==> config.mk <==
export PLATFORM = sky130hd
export DESIGN_NAME = pcr_top
export DESIGN_NICKNAME = d
export VERILOG_FILES = /design/src/include/pcr_pkg.sv /design/src/include/pcr_cfg_if.sv /design/src/hdl/pcr_top.sv /design/src/hdl/pcr_shadow_bank.sv
export VERILOG_INCLUDE_DIRS = /design/src /design/src/include
export SDC_FILE = /design/constraint.sdc
export NUM_CORES = 1
export LEC_CHECK = 0
export ABC_AREA = 1
export BUFFER_PORTS_ARGS = -buffer_cell sky130_fd_sc_hd__buf_4
export CORE_MARGIN = 3
export CORE_UTILIZATION = 55
export CTS_CLUSTER_DIAMETER = 120
export DETAILED_ROUTE_END_ITERATION = 16
export HOLD_SLACK_MARGIN = 0.03
export PLACE_DENSITY_LB_ADDON = 0.25
export SLEW_MARGIN = 30
export SYNTH_ARGS = -nofsm -noshare
export SYNTH_HDL_FRONTEND = slang
export SYNTH_SLANG_ARGS = --single-unit
==> constraint.sdc <==
create_clock -name pclk -period 1.64 [get_ports pclk]
set_input_delay 0.41 -clock pclk [delete_from_list [all_inputs] [get_ports pclk]]
set_output_delay 0.41 -clock pclk [all_outputs]
set_load 0.05 [all_outputs]
==> src/include/pcr_defines.svh <==
// Register indices, field positions, reset values and codes for the clock routing block
`ifndef PCR_DEFINES_SVH
`define PCR_DEFINES_SVH

// APB address width; byte address is four times the register index
`define PCR_AW            12

// Register indices
`define PCR_IDX_PWR       10'h010
`define PCR_IDX_CAL       10'h018
`define PCR_IDX_DIV       10'h1e0
`define PCR_IDX_SRC       10'h1e1
`define PCR_IDX_STS       10'h230
`define PCR_IDX_UPD       10'h232

// Field positions
`define PCR_PWR_LSB       0
`define PCR_PWR_MSB       1
`define PCR_POL_BIT       7
`define PCR_CAL_BIT       0
`define PCR_DIV_MSB       2
`define PCR_BYP_BIT       0
`define PCR_SRC_BIT       1
`define PCR_UPD_BIT       0

// Power field codes
`define PCR_PWR_ON        2'h0
`define PCR_PWR_ASYNC_PD  2'h1

// Divider codes and the ratios they give
`define PCR_DIV_CODE_2    3'h0
`define PCR_DIV_CODE_3    3'h1
`define PCR_DIV_CODE_4    3'h2
`define PCR_DIV_CODE_5    3'h3
`define PCR_DIV_MIN       3'h2
`define PCR_DIV_MAX       3'h6

// Reset values
`define PCR_RST_PWR       8'h01
`define PCR_RST_CAL       8'h00
`define PCR_RST_DIV       8'h02
`define PCR_RST_SRC       8'h00

`endif

==> src/include/pcr_pkg.sv <==
// Types shared by the clock routing configuration modules
package pcr_pkg;

  typedef logic [7:0] pcr_byte_t;

  // One byte per configuration register
  typedef struct packed {
    pcr_byte_t pwr;
    pcr_byte_t cal;
    pcr_byte_t div;
    pcr_byte_t src;
  } pcr_cfg_s;

  // Register select, one-hot
  typedef enum logic [3:0] {
    PCR_SEL_NONE = 4'b0000,
    PCR_SEL_PWR  = 4'b0001,
    PCR_SEL_CAL  = 4'b0010,
    PCR_SEL_DIV  = 4'b0100,
    PCR_SEL_SRC  = 4'b1000
  } pcr_sel_e;

  // Shadow bank state
  typedef struct packed {
    pcr_cfg_s shadow;
    pcr_cfg_s active;
    logic     pending;
    logic     applied;
  } pcr_bank_s;

  // Top level state
  typedef struct packed {
    logic        pready;
    logic        pslverr;
    logic [31:0] prdata;
    logic        upd;
    logic        pll_pd;
    logic        pll_on;
    logic        pol_neg;
    logic [2:0]  div_ratio;
    logic        byp;
    logic        src_vco;
    logic        cal_start;
    logic        cal_prev;
  } pcr_top_s;

endpackage : pcr_pkg

==> src/include/pcr_cfg_if.sv <==
// Carrier between the bus front end and the shadow register bank
interface pcr_cfg_if;
  import pcr_pkg::*;

  logic             wr;
  pcr_sel_e         wsel;
  pcr_byte_t        wdata;
  logic             upd;
  pcr_cfg_s         shadow;
  pcr_cfg_s         active;
  logic             pending;
  logic             applied;

  modport ctl  (output wr, wsel, wdata, upd, input shadow, active, pending, applied);
  modport bank (input wr, wsel, wdata, upd, output shadow, active, pending, applied);
endinterface : pcr_cfg_if

==> src/hdl/pcr_top.sv <==
// Clock source routing and PLL control configuration with APB register access
//
// The implementer's own choice: register access over APB.
`include "pcr_defines.svh"

module pcr_top
  import pcr_pkg::*;
(
  // Clock and reset
  input  wire logic                pclk,
  input  wire logic                presetn,
  // APB slave
  input  wire logic                psel,
  input  wire logic                penable,
  input  wire logic                pwrite,
  input  wire logic [`PCR_AW-1:0]  paddr,
  input  wire logic [31:0]         pwdata,
  input  wire logic [3:0]          pstrb,
  output logic      [31:0]         prdata,
  output logic                     pready,
  output logic                     pslverr,
  // PLL control
  output logic                     pll_power_down,
  output logic                     pll_running,
  output logic                     pfd_pol_neg,
  // Distribution routing
  output logic      [2:0]          vco_div_ratio,
  output logic                     div_bypass,
  output logic                     dist_src_vco,
  // Calibration
  output logic                     vco_cal_start
);

  // Register hit, one-hot: pwr, cal, div, src, sts, upd
  function automatic logic [5:0] reg_hit(input logic [`PCR_AW-1:0] a);
    logic [9:0] idx;
    idx = a[`PCR_AW-1:2];
    reg_hit = 6'h00;
    if (a[1:0] == 2'h0) begin
      reg_hit[0] = (idx == `PCR_IDX_PWR);
      reg_hit[1] = (idx == `PCR_IDX_CAL);
      reg_hit[2] = (idx == `PCR_IDX_DIV);
      reg_hit[3] = (idx == `PCR_IDX_SRC);
      reg_hit[4] = (idx == `PCR_IDX_STS);
      reg_hit[5] = (idx == `PCR_IDX_UPD);
    end
  endfunction : reg_hit

  // Divider code to ratio; codes above divide-by-6 saturate there
  function automatic logic [2:0] div_factor(input logic [2:0] code);
    case (code)
      `PCR_DIV_CODE_2: div_factor = 3'h2;
      `PCR_DIV_CODE_3: div_factor = 3'h3;
      `PCR_DIV_CODE_4: div_factor = 3'h4;
      `PCR_DIV_CODE_5: div_factor = 3'h5;
      default:         div_factor = `PCR_DIV_MAX;
    endcase
  endfunction : div_factor

  pcr_cfg_if cfg ();

  pcr_top_s    s_r;
  pcr_top_s    s_nxt;
  logic [5:0]  hit;
  logic        setup;
  logic        commit;
  logic        wr_ok;
  logic [31:0] rd_word;
  pcr_sel_e    sel;

  // Bus phase decode
  assign hit    = reg_hit(paddr);
  assign setup  = psel && !penable;
  assign commit = psel && penable && s_r.pready;
  // Only lane 0 carries register data, so a write without it is dropped
  assign wr_ok  = commit && pwrite && !s_r.pslverr && pstrb[0];

  // Byte register select
  always_comb begin
    case (hit[3:0])
      4'h1:    sel = PCR_SEL_PWR;
      4'h2:    sel = PCR_SEL_CAL;
      4'h4:    sel = PCR_SEL_DIV;
      4'h8:    sel = PCR_SEL_SRC;
      default: sel = PCR_SEL_NONE;
    endcase
  end

  // Read data; byte register reads show the staged values so software sees its writes, status shows the applied ones
  always_comb begin
    rd_word = 32'h0000_0000;
    case (1'b1)
      hit[0]:  rd_word = {24'h00_0000, cfg.shadow.pwr};
      hit[1]:  rd_word = {24'h00_0000, cfg.shadow.cal};
      hit[2]:  rd_word = {24'h00_0000, cfg.shadow.div};
      hit[3]:  rd_word = {24'h00_0000, cfg.shadow.src};
      hit[4]:  rd_word = {cfg.active.pwr, cfg.active.div, cfg.active.src,
                          7'h00, cfg.pending};
      default: rd_word = 32'h0000_0000;
    endcase
  end

  assign cfg.wr    = wr_ok && (sel != PCR_SEL_NONE);
  assign cfg.wsel  = sel;
  assign cfg.wdata = pwdata[7:0];
  assign cfg.upd   = s_r.upd;

  // Next state of bus answer and control outputs
  always_comb begin
    s_nxt = s_r;
    // Answer in the first cycle of the access phase
    s_nxt.pready = setup;
    if (setup) begin
      s_nxt.pslverr = (hit == 6'h00);
      s_nxt.prdata  = pwrite ? 32'h0000_0000 : rd_word;
    end
    s_nxt.upd = wr_ok && hit[5] && pwdata[`PCR_UPD_BIT];
    s_nxt.pll_pd = (cfg.active.pwr[`PCR_PWR_MSB:`PCR_PWR_LSB] == `PCR_PWR_ASYNC_PD);
    s_nxt.pll_on = (cfg.active.pwr[`PCR_PWR_MSB:`PCR_PWR_LSB] == `PCR_PWR_ON);
    s_nxt.pol_neg = cfg.active.pwr[`PCR_POL_BIT];
    s_nxt.div_ratio = div_factor(cfg.active.div[`PCR_DIV_MSB:0]);
    s_nxt.byp = cfg.active.src[`PCR_BYP_BIT];
    s_nxt.src_vco = cfg.active.src[`PCR_SRC_BIT];
    // start on rising calibration bit at an update
    s_nxt.cal_start = cfg.applied && cfg.active.cal[`PCR_CAL_BIT] && !s_r.cal_prev;
    if (cfg.applied) begin
      // a later run needs the bit applied clear first
      s_nxt.cal_prev = cfg.active.cal[`PCR_CAL_BIT];
    end
  end

  // State register
  always_ff @(posedge pclk or negedge presetn) begin
    if (!presetn) begin
      s_r <= '{pready: 1'b0, pslverr: 1'b0, prdata: 32'h0000_0000, upd: 1'b0,
               pll_pd: 1'b1, pll_on: 1'b0, pol_neg: 1'b0, div_ratio: 3'h4,
               byp: 1'b0, src_vco: 1'b0, cal_start: 1'b0, cal_prev: 1'b0};
    end else begin
      s_r <= s_nxt;
    end
  end

  // Staged configuration bank
  pcr_shadow_bank u_bank (
    .pclk    (pclk),
    .presetn (presetn),
    .cfg     (cfg.bank)
  );

  // Outputs straight from the state register
  assign prdata         = s_r.prdata;
  assign pready         = s_r.pready;
  assign pslverr        = s_r.pslverr;
  assign pll_power_down = s_r.pll_pd;
  assign pll_running    = s_r.pll_on;
  assign pfd_pol_neg    = s_r.pol_neg;
  assign vco_div_ratio  = s_r.div_ratio;
  assign div_bypass     = s_r.byp;
  assign dist_src_vco   = s_r.src_vco;
  assign vco_cal_start  = s_r.cal_start;
endmodule : pcr_top

==> src/hdl/pcr_shadow_bank.sv <==
// Shadow and active copies of the configuration registers
`include "pcr_defines.svh"

module pcr_shadow_bank
  import pcr_pkg::*;
(
  // Clock and reset
  input  wire logic pclk,
  input  wire logic presetn,
  // Carrier to the bus front end
  pcr_cfg_if.bank   cfg
);

  localparam pcr_cfg_s RST_CFG = '{pwr: `PCR_RST_PWR, cal: `PCR_RST_CAL,
                                   div: `PCR_RST_DIV, src: `PCR_RST_SRC};

  pcr_bank_s s_r;
  pcr_bank_s s_nxt;

  // Stage writes; copy everything at once on update
  always_comb begin
    s_nxt = s_r;
    s_nxt.applied = 1'b0;
    if (cfg.wr) begin
      case (cfg.wsel)
        PCR_SEL_PWR: s_nxt.shadow.pwr = cfg.wdata;
        PCR_SEL_CAL: s_nxt.shadow.cal = cfg.wdata;
        PCR_SEL_DIV: s_nxt.shadow.div = cfg.wdata;
        PCR_SEL_SRC: s_nxt.shadow.src = cfg.wdata;
        default:     s_nxt.shadow = s_r.shadow;
      endcase
      s_nxt.pending = 1'b1;
    end
    if (cfg.upd) begin
      s_nxt.active  = s_r.shadow;
      // A write landing with the update stays pending: set wins over clear
      s_nxt.pending = cfg.wr;
      s_nxt.applied = 1'b1;
    end
  end

  // State register
  always_ff @(posedge pclk or negedge presetn) begin
    if (!presetn) begin
      s_r <= '{shadow: RST_CFG, active: RST_CFG, pending: 1'b0, applied: 1'b0};
    end else begin
      s_r <= s_nxt;
    end
  end

  assign cfg.shadow  = s_r.shadow;
  assign cfg.active  = s_r.active;
  assign cfg.pending = s_r.pending;
  assign cfg.applied = s_r.applied;
endmodule : pcr_shadow_bank

# Word-level counts from Yosys, hierarchy flattened
# Index checks and enable logic that the tools add are counted.
# classes
add_sub_neg,0
multipliers,0
n_div,0
order_cmp,0
n_eq_ne,18
n_shift,0
muxes,11
bitwise_logic,0
n_reduce_logical,24
# op_table
cell,n
$mux 32,6
$eq 10x10->1 const B,2
$eq 10x5->1 const B,2
$eq 10x9->1 const B,2
$pmux 4 s4,1
$pmux 3 s4,1
$logic_and 1x1->1,11
$eq 4x1->1 const B,2
$eq 4x2->1 const B,2
$eq 4x3->1 const B,2
$eq 4x4->1 const B,2
$reduce_and 2->1,4
$eq 3x2->1 const B,2
$logic_not 6->1,1
$mux 6,1
$logic_not 2->1,2
$reduce_bool 4->1,1
$eq 3x1->1 const B,1
$logic_not 1->1,3
$logic_not 3->1,1
$eq 2x1->1 const B,1
$mux 2,1
$reduce_bool 2->1,1
$mux 1,1
# word_totals
register_bits,104
latch_bits,0
ramBits,0
mem_bits_ro,0
in_bits,53
out_inout_bits,43
word_cells,75
memories,0

# Longest topological paths before layout
# Gate-level depths: netlist of run 1.
# depth
ltp_word,8
mapped_depth,10
mapped_depth_nobuf,10

# Cells and area by module
# From an unflattened synthesis of run 1, not the netlist that was laid out.
# hier_totals
hier_cells,525
area_unflattened_um2,5093.6
# by_module_without_submodules
module,instances,cells_per_inst,area_per_inst_um2,seq_area_each_um2
pcr_shadow_bank,1,224,2616.3,1656.6
pcr_top,1,301,2477.4,1128.6

# Least setup slack after synthesis of run 1
# Ideal clock, no wire load.
# synth_timing
kind,register -> register
start,reg s_r (netlist bit pready)
end,reg u_bank.s_r (netlist bit u_bank.cfg.shadow[25])
setup_ns,0.120
t_arrival_ns,1.416
t_required_ns,1.520
setup_slack_ns,0.104
stages_incl_launch_ff,7
n_path_buf,1
period_less_slack_ns,1.536
path_cell_list,dfrtp_1 -> nand4_4 -> nor2_8 -> nand3_4 -> buf_6 -> nand2_2 -> o21ai_2
# synth_between
elab_chain_len,6
# synth_rtl
item,line,source
"start, declared",pcr_top.sv:62,pcr_top_s s_r;
"start signal, assigned",pcr_top.sv:135,"s_r <= '{pready: 1'b0, pslverr: 1'b0, prdata: 32'h0000_0000, upd: 1'b0,"
"start signal, assigned",pcr_top.sv:139,s_r <= s_nxt;
$logic_and 1x1->1,pcr_top.sv:74,assign commit = psel && penable && s_r.pready;
$logic_and 1x1->1 (3 in series),pcr_top.sv:76,assign wr_ok = commit && pwrite && !s_r.pslverr && pstrb[0];
$logic_and 1x1->1,pcr_top.sv:103,assign cfg.wr = wr_ok && (sel != PCR_SEL_NONE);
$reduce_and 2->1 (no line),-,
"end signal, assigned",pcr_shadow_bank.sv:45,"s_r <= '{shadow: RST_CFG, active: RST_CFG, pending: 1'b0, applied: 1'b0};"
"end signal, assigned",pcr_shadow_bank.sv:47,s_r <= s_nxt;
"end, declared",pcr_shadow_bank.sv:17,pcr_bank_s s_r;
# Every way passes these cells.
# A chain may end at the register's enable or synchronous reset.

# Final worst setup path of run 1
# layout_timing
start,reg s_r (netlist bit pll_power_down)
end,out pll_power_down
# layout_rtl
item,line,source
"end, declared",pcr_top.sv:23,"output logic pll_power_down,"
# No word-level cell between the ends.

==> results of run 1 <==
-- metal layers --
metal	part of all wire (%)	wire length, um
met1	43	4120
met2	50	4740
met3	5.2	494
met4	2.2	212
met5	0	0
-- kinds of logic after synthesis --
logic type             Yosys count  synth area share, %
DFF                            104                 53.2
buffers and inverters          108                 12.1
muxes                            1                0.230
and+or+nand+nor                227                 22.9
AOI/OAI and AO/OA               82                 11.6
-- final cells by class --
| class | count | area share, % |
|---|---|---|
| repair buffers | 91 | 13.2 |
| well taps | 105 | 2.35 |
| flip-flops and latches | 104 | 46.8 |
| clock inverters | 6 | 0.919 |
| multi-input cells | 310 | 30.5 |
| inverters | 57 | 3.83 |
| clock buffers | 10 | 2.47 |
-- synth_stat cells, drive strengths merged --
library cell,instances,share of area (%)
nand4,11,2.0
nor4,1,0.13
nand3b,1,0.15
and3,1,0.13
nor3,1,0.20
nand2,148,12
nand3,23,3.5
dfrtp,98,50
buf,43,7.1
inv,57,4.4
clkbuf,8,0.61
mux2,1,0.23
nor2,40,4.6
o21ai,82,12
or2,1,0.13
dfstp,6,3.2
-- timing repair --
item | 4_1_cts | 5_1_grt
hold buffers | 1 | 0
gates resized for setup | 0 | 0
endpoints found under the hold margin | 13 | 0
-- flip-flops by register name (all words and copies together), names as in the netlist, 3 cells and up --
signal,cells
u_bank.cfg.active,25
u_bank.cfg.shadow,32
prdata,32
vco_div_ratio,3
-- power by group --
part           internal, mW  switching, mW  total (mW)
combinational        0.0888          0.175       0.264
clock                 0.618          0.896        1.51
sequential             2.57        0.00352        2.57
-- worst max-delay path by stage --
stage | depth (start not counted) | end | slack, ps
2_1_floorplan | 6 | u_bank.cfg.shadow[25]$_DFFE_PN0P_ | 100
3_3_place_gp | 9 | u_bank.cfg.shadow[1]$_DFFE_PN0P_ | -10
3_5_place_dp | 9 | u_bank.cfg.shadow[1]$_DFFE_PN0P_ | -60
4_1_cts | 1 | pll_power_down | 140
5_1_grt | 1 | vco_div_ratio[2] | 120
6_report | 1 | pll_power_down | 160
-- metrics by stage --
stage          total power, mW  setup WS, ps  utilization [%]
2_1_floorplan             2.72           104                -
5_1_grt                   4.53           123             66.3
6_report                  4.35           160             66.3
3_3_place_gp              2.88         -11.2             63.9
3_5_place_dp              2.89         -59.8             63.9
4_1_cts                   4.39           138             66.3
-- placed cells by master (no fill, tap or decap) --
cell type,Yosys,layout
sky130_fd_sc_hd__nand2_4,2,2
sky130_fd_sc_hd__inv_1,49,49
sky130_fd_sc_hd__nand4_4,2,2
sky130_fd_sc_hd__nand2_2,8,8
sky130_fd_sc_hd__nand3_4,4,4
sky130_fd_sc_hd__nand3_1,18,18
sky130_fd_sc_hd__clkbuf_8,0,10
sky130_fd_sc_hd__buf_4,36,86
sky130_fd_sc_hd__inv_2,8,8
sky130_fd_sc_hd__clkinvlp_4,0,2
sky130_fd_sc_hd__inv_6,0,1
sky130_fd_sc_hd__nor2_2,2,2
sky130_fd_sc_hd__nor2_1,32,32
sky130_fd_sc_hd__nor3_2,1,1
sky130_fd_sc_hd__o21ai_2,42,42
sky130_fd_sc_hd__nand4_1,9,9
sky130_fd_sc_hd__nor4_1,1,1
sky130_fd_sc_hd__inv_8,0,2
sky130_fd_sc_hd__dfrtp_1,98,98
sky130_fd_sc_hd__dfstp_2,6,6
sky130_fd_sc_hd__clkinv_2,0,1
sky130_fd_sc_hd__and3_1,1,1
sky130_fd_sc_hd__nor2_8,3,3
sky130_fd_sc_hd__o21ai_1,2,2
sky130_fd_sc_hd__or2_1,1,1
sky130_fd_sc_hd__dlygate4sd3_1,0,1
sky130_fd_sc_hd__nand3b_1,1,1
sky130_fd_sc_hd__buf_12,0,4
sky130_fd_sc_hd__nand3_2,1,1
sky130_fd_sc_hd__o21ai_0,38,38
sky130_fd_sc_hd__mux2_2,1,1
sky130_fd_sc_hd__nor2_4,3,3
sky130_fd_sc_hd__nand2_1,138,138
==> results.md, run 1 <==
Route:
- The detailed router placed 3452 vias in this run.
- The violation count after the first detailed-route iteration is 181.
- In the routed design, unresolved DRC markers number 0.
- In this run the remaining antenna-violating nets after routing total 0.
- The first detailed-routing pass ran for 4 iterations.
- The average wire per cell in the routed design is 14.0 um.
- The vias per cell is 5.05.
- The total wirelength of the detailed-routed design is 9570 um.

Hold path:
- The worst min-delay path class is primary input to flip-flop.
- The worst hold path terminates at u_bank.cfg.shadow[17]$_DFFE_PN0P_.
- The origin of the worst min-delay path is pwdata[1].
- The worst hold path was traced through 3 stages.

Global routing:
- In the global route stage, met3 resource usage came out at 2.85%.
- Entering global routing, the biggest net connects 42 pins.
- The number of global-route vias before repair was 3336.
- The overall overflow remaining after global route is 0.
- The first global-routing pass estimated 16000 um of wire.
- The fraction of met1 tracks used by global routing is 27.0%.
- The number of antenna violations at the first check in global routing was 0.
- Global routing used 20.2% of the available tracks.
- The layer with the highest usage is met2.
- The fraction of met2 tracks used by global routing is 33.5%.

Layout:
- The synthesis-to-layout area growth is 13.8%.
- After the flow finishes, the layout carries non-filler instances totaling 683.
- The number of diodes is 0.
- The fraction of layout instances using a drive strength above 1 is 32.7%.
- With fillers left out, the area of the finished cells amounts to 5580 sq um.
- In the final layout, the multi-input gates occupy 1700 sq um.
- The register area is 2610 sq um.
- In the final design database the tool counted 626 nets.
- After filler insertion, the fill cell instance count of the layout stands at 688.

Synth:
- The synthesized design contains 104 register bits.
- Each instance of the synthesized netlist takes up on average 9.40 sq um.
- Counting distinct cell types in the post-synthesis netlist gives 28.
- Summing every instance area after synthesis gives 4900 sq um.
- The net count of the mapped netlist is 575.
- The total number of yosys warnings is 0.
- The cell count after synthesis came out at 522.
- The register area share after synthesis is 53.2%.

Floorplan:
- The die width is 100 um.
- The total area inside the core boundary comes to 8420 sq um.
- The die covers 10100 sq um.
- The site row count is 33.
- During I/O placement, the number of pins put on the boundary was 96.
- Once the floorplan was initialized, standard cells occupied 58.2% of the core.
- The die span in y is 100 um.

Power and ir drop:
- IR analysis of the VDD net gives a maximum drop of 421 uV.
- The static leakage power is 2.87 nW.
- In this run the power density over the cells is 779 nW/um^2.

STA:
- The final count of pins violating max slew is 0.
- In this run the tightest slew margin relative to its limit is 76.0%.
- The number of hold violations in the final report is 0.
- The portion of the clock cycle consumed by the worst path in the final layout is 90.2%.
- Summed over all failing endpoints, the final setup total negative slack is 0 ps.
- The smallest clock period supported by the final layout is computed as 1480 ps.
- For the final database, setup skew stands at 10.2 ps.
- The final number of setup-violating endpoints is 0.
- The post-route worst hold slack is 307 ps.
- The transition time of the tightest slew-check pin is 359 ps.
- Setup repair after global routing left no endpoint under its margin.
- For this run, the top clock speed supported by timing is 0.676 GHz.

Setup path:
- The cell at the slowest stage of the critical path is sky130_fd_sc_hd__dfstp_2.
- For the worst setup path, the data required time is 1230 ps.
- The startpoint-to-endpoint class of the critical path is flip-flop to output port.
- The worst setup path is captured at an output port.
- The data arrival at the endpoint of the critical path is 1070 ps.
- Walking the worst path, the cells encountered are buf_4.
- The number of buffers and inverters on the critical path is 1.
- The worst register-to-register path has a setup slack of 230 ps.
- The endpoint of the lowest-slack register-to-register path is u_bank.cfg.shadow[22]$_DFFE_PN0P_.
- Measured in cells, the most critical reg-to-reg path has a length of 7.
- Of all nets on the critical path, the largest fanout is 1.
- Grouping stages by cell kind, the critical path spends the most delay in flip-flops.
- The nature of the critical path startpoint is a flip-flop.
- The critical path starts at pll_power_down$_DFF_PN1_.
- The delay contributed by the slowest stage of the critical path is 530 ps.
- The worst register-to-register path begins at pslverr$_DFFE_PN0P_.

Run status:
- The flow ran to the end, and the final reports show no timing, DRC or antenna violations.

Clock network:
- The largest buffer count on any clock path is 2.
- Counting every sink on the clock net gives 104.
- The clock-pin transition on the worst setup and hold timing paths is 100 ps.
- The root buffer cell chosen for the clock tree is sky130_fd_sc_hd__clkbuf_8.
- The H-tree was split into 3 levels.
- The clock tree from TritonCTS is yes.
- The TritonCTS buffer count is 9.
- The source-to-sink clock delay at the later pin of the worst-skew pair is 360 ps.
- The buffers inserted during post-CTS setup optimization is 0.

Placement:
- After detailed placement, the design holds a cell count of 666.
- The count of input and output buffers is 68.
- The routability congestion estimate from global placement is 0.854.
- The post-detailed-placement half-perimeter wirelength is 7250 um.
- Once placement finished, the instance area stood at 5380 sq um.

Job:
- The max-capacitance violation count is 0.
Note: power is estimated with default switching activity, not from simulation.
==> inputs of run 2 (changes only) <==
- HOLD_SLACK_MARGIN: 0.03 -> 0.08
- clock period: 1.64 -> 1.6 ns (I/O delays scaled with it)
==> run 2 against run 1 <==
  * Setup slack worse by 26 ps
  * Largest cell class unchanged
  * Sequential power increased by 2%
  * Register-to-register slack worse by 20 ps
  * Critical endpoint unchanged
  * Cell count decreased by 0.44%
  * Wire length about the same
  * First-iteration DRC count shrank 38%
  * Hold slack worse by 7.3 ps
  * Combinational power grew 2%
  * Cell area down 0.49%
  * Clock skew barely moved
==> results.md, run 2 (synthesized netlist as in run 1, its figures left out) <==
Power and ir drop:
- For this design the static power due to leakage is 2.85 nW.
- The power density over cell area is 797 nW/um^2.
- The completed layout was analyzed and its total power is 4.43 mW.
- The highest ir drop seen on vdd is 464 uV.

Clock network:
- The number of buffers inserted for hold repair after clock tree synthesis is 1.
- TritonCTS created 9 clock buffers.
- TritonCTS built the clock tree.
- Clock-pin slew was measured on the worst setup and hold paths at 100 ps.
- CTS saw 104 sinks.
- The source-to-sink clock delay at the later pin of the worst-skew pair is 360 ps.
- The clock root buffer master is sky130_fd_sc_hd__clkbuf_8.
- The buffers inserted during post-CTS setup optimization is 0.
- Gates resized during post-CTS repair numbered 0.
- The depth of the CTS H-tree is 3.
- The largest buffer count on any clock path is 2.

Floorplan:
- The die span in y is 100 um.
- The effective utilization at floorplan is 58.2%.
- For this design the top-level I/O count stands at 96.
- In this run the horizontal extent of the chip is 100 um.
- The overall die area is 10100 sq um.
- The floorplan step defined a core boundary enclosing 8420 sq um.
- The initialized floorplan defines 33 standard-cell rows.

Layout:
- The number of diodes is 0.
- The library cells used most frequently in the layout, excluding fill and tap cells, are sky130_fd_sc_hd__nand2_1, sky130_fd_sc_hd__dfrtp_1, sky130_fd_sc_hd__buf_4.
- Leaving out fill and tap cells, the most frequent cell in the layout is sky130_fd_sc_hd__nand2_1.
- The share of the core filled with cells in the final layout is 65.9%.
- The count of placed standard cells in the final layout, fillers left out is 680.
- The fraction of layout instances using a drive strength above 1 is 32.2%.
- The net count of the finished layout is 623.
- From synthesis to final layout, the design area changed by 13.2%.

Placement:
- At the end of routability-driven placement, the weighted congestion stood at 0.881.
- Once detailed placement completed, the half-perimeter wirelength came to 7140 um.
- Counting tap cells, the placed design contains a total of 663 instances.
- The count of input and output buffers is 68.

Job:
- Across the run, the number of max-cap violations was 0.

STA:
- On the final layout, the worst hold slack is 300 ps.
- The worst clock skew is 10.3 ps.
- Setup violations remaining at the end of the flow were counted as 0.
- The number of hold violations in the final report is 0.
- The portion of the clock cycle consumed by the worst path in the final layout is 91.6%.
- Static timing analysis puts the maximum clock frequency at 0.682 GHz.
- The transition time of the tightest slew-check pin is 396 ps.
- The post-route minimum period is 1470 ps.
- The final count of pins violating max slew came to 0.
- The relative slew slack is 73.6%.
- Setup repair after global routing left no endpoint under its margin.

Hold path:
- In this run the worst hold path is classified as primary input to flip-flop.

Global routing:
- For met2 alone, demand over resource in global routing was 31.6%.
- For this run, global-route usage on met1 was measured as 27.9%.
- For this run the aggregate overflow at the end of global routing stands at 0.
- The met3 global-route usage is 2.92%.
- The number of antenna violations at the first check in global routing is 0.
- The layer with the highest usage is met2.
- The number of global-route vias before repair came to 3375.
- Entering global routing, the biggest net connects 37 pins.
- In the global route stage, overall resource usage came out at 20.3%.
- The first global-routing pass estimated 16100 um of wire.

Setup path:
- On the worst path, the slowest cell contributes a delay of 530 ps.
- The slack of the worst reg-to-reg path is 210 ps.
- Data on the critical path arrives at its endpoint at 1070 ps.
- Among all stages on the critical path, the largest delay is contributed by sky130_fd_sc_hd__dfstp_2.
- The endpoint required time on the critical path is 1200 ps.
- The kind of end point of the critical path is an output port.
- The startpoint-to-endpoint class of the critical path is flip-flop to output port.
- Along the worst path, the maximum fanout reaches 1.
- The number of buffers and inverters on the critical path is 1.
- STA classifies the critical path startpoint as a flip-flop.
- The kind of cell with the highest combined delay on the critical path is flip-flops.
- Traced cell by cell, the critical path runs through buf_4.

Route:
- After detailed routing, the number of remaining DRC violations is 0.
- The violation count after the first detailed-route iteration is 113.
- The first-pass iteration count of the detailed router is 4.
- The routed layout has 3451 vias.
- The average wire per cell in the routed design is 14.1 um.
- The vias per cell is 5.08.
- Wires add up to 9560 um.
- The number of antenna-violating nets in the routed design is 0.

Run status:
- The run finished with clean final reports.
run 2: tightest hold or removal path, stage by stage:
cell and delay (ps):
sky130_fd_sc_hd__buf_4 80, sky130_fd_sc_hd__nand4_1 80, sky130_fd_sc_hd__nand2_1 70
run 2: final timing paths:
kind,start,to,cells after the start
max,pll_power_down$_DFF_PN1_,pll_power_down,1
min,pwdata[0],u_bank.cfg.shadow[16]$_DFFE_PN0P_,3
max reg2reg,pslverr$_DFFE_PN0P_,u_bank.cfg.shadow[19]$_DFFE_PN0P_,7
min reg2reg,u_bank.cfg.active[1]$_DFFE_PN0P_,dist_src_vco$_DFF_PN0_,0
max in group asynchronous,presetn,u_bank.cfg.active[24]$_DFFE_PN1P_,3
min in group asynchronous,presetn,prdata[8]$_DFFE_PN0P_,2
run 2: report_power, final:
group / internal, mW / switching [mW] / leakage, nW
sequential: 2.63 / 0.00350 / 1.41
combinational: 0.0909 / 0.178 / 1.35
clock: 0.653 / 0.872 / 0.0886
total: 3.37 / 1.05 / 2.85
run 2: cell type report:
| cell class | instances | area, sq um |
|---|---|---|
| inverters | 57 | 214 |
| clock inverters | 4 | 28.8 |
| well taps | 105 | 131 |
| repair buffers | 88 | 713 |
| fillers | 705 | 2870 |
| flip-flops and latches | 104 | 2610 |
| multi-input cells | 310 | 1700 |
| clock buffers | 12 | 155 |
run 2: metal layers:
metal	share of wire [%]	wire (um)
met4	3.7	352
met2	48	4610
met3	4.5	428
met1	44	4170
met5	0	0
run 2: through the flow:
step / instance area, sq um / setup WS (ps) / setup TNS [ps]
final: 5550 / 134 / 0
after global routing: 5550 / 87.8 / 0
after CTS: 5550 / 120 / 0
after detailed placement: 5360 / -129 / -2500
after global placement: 5360 / -90.9 / -1740
after floorplan: 4900 / 64.2 / 0
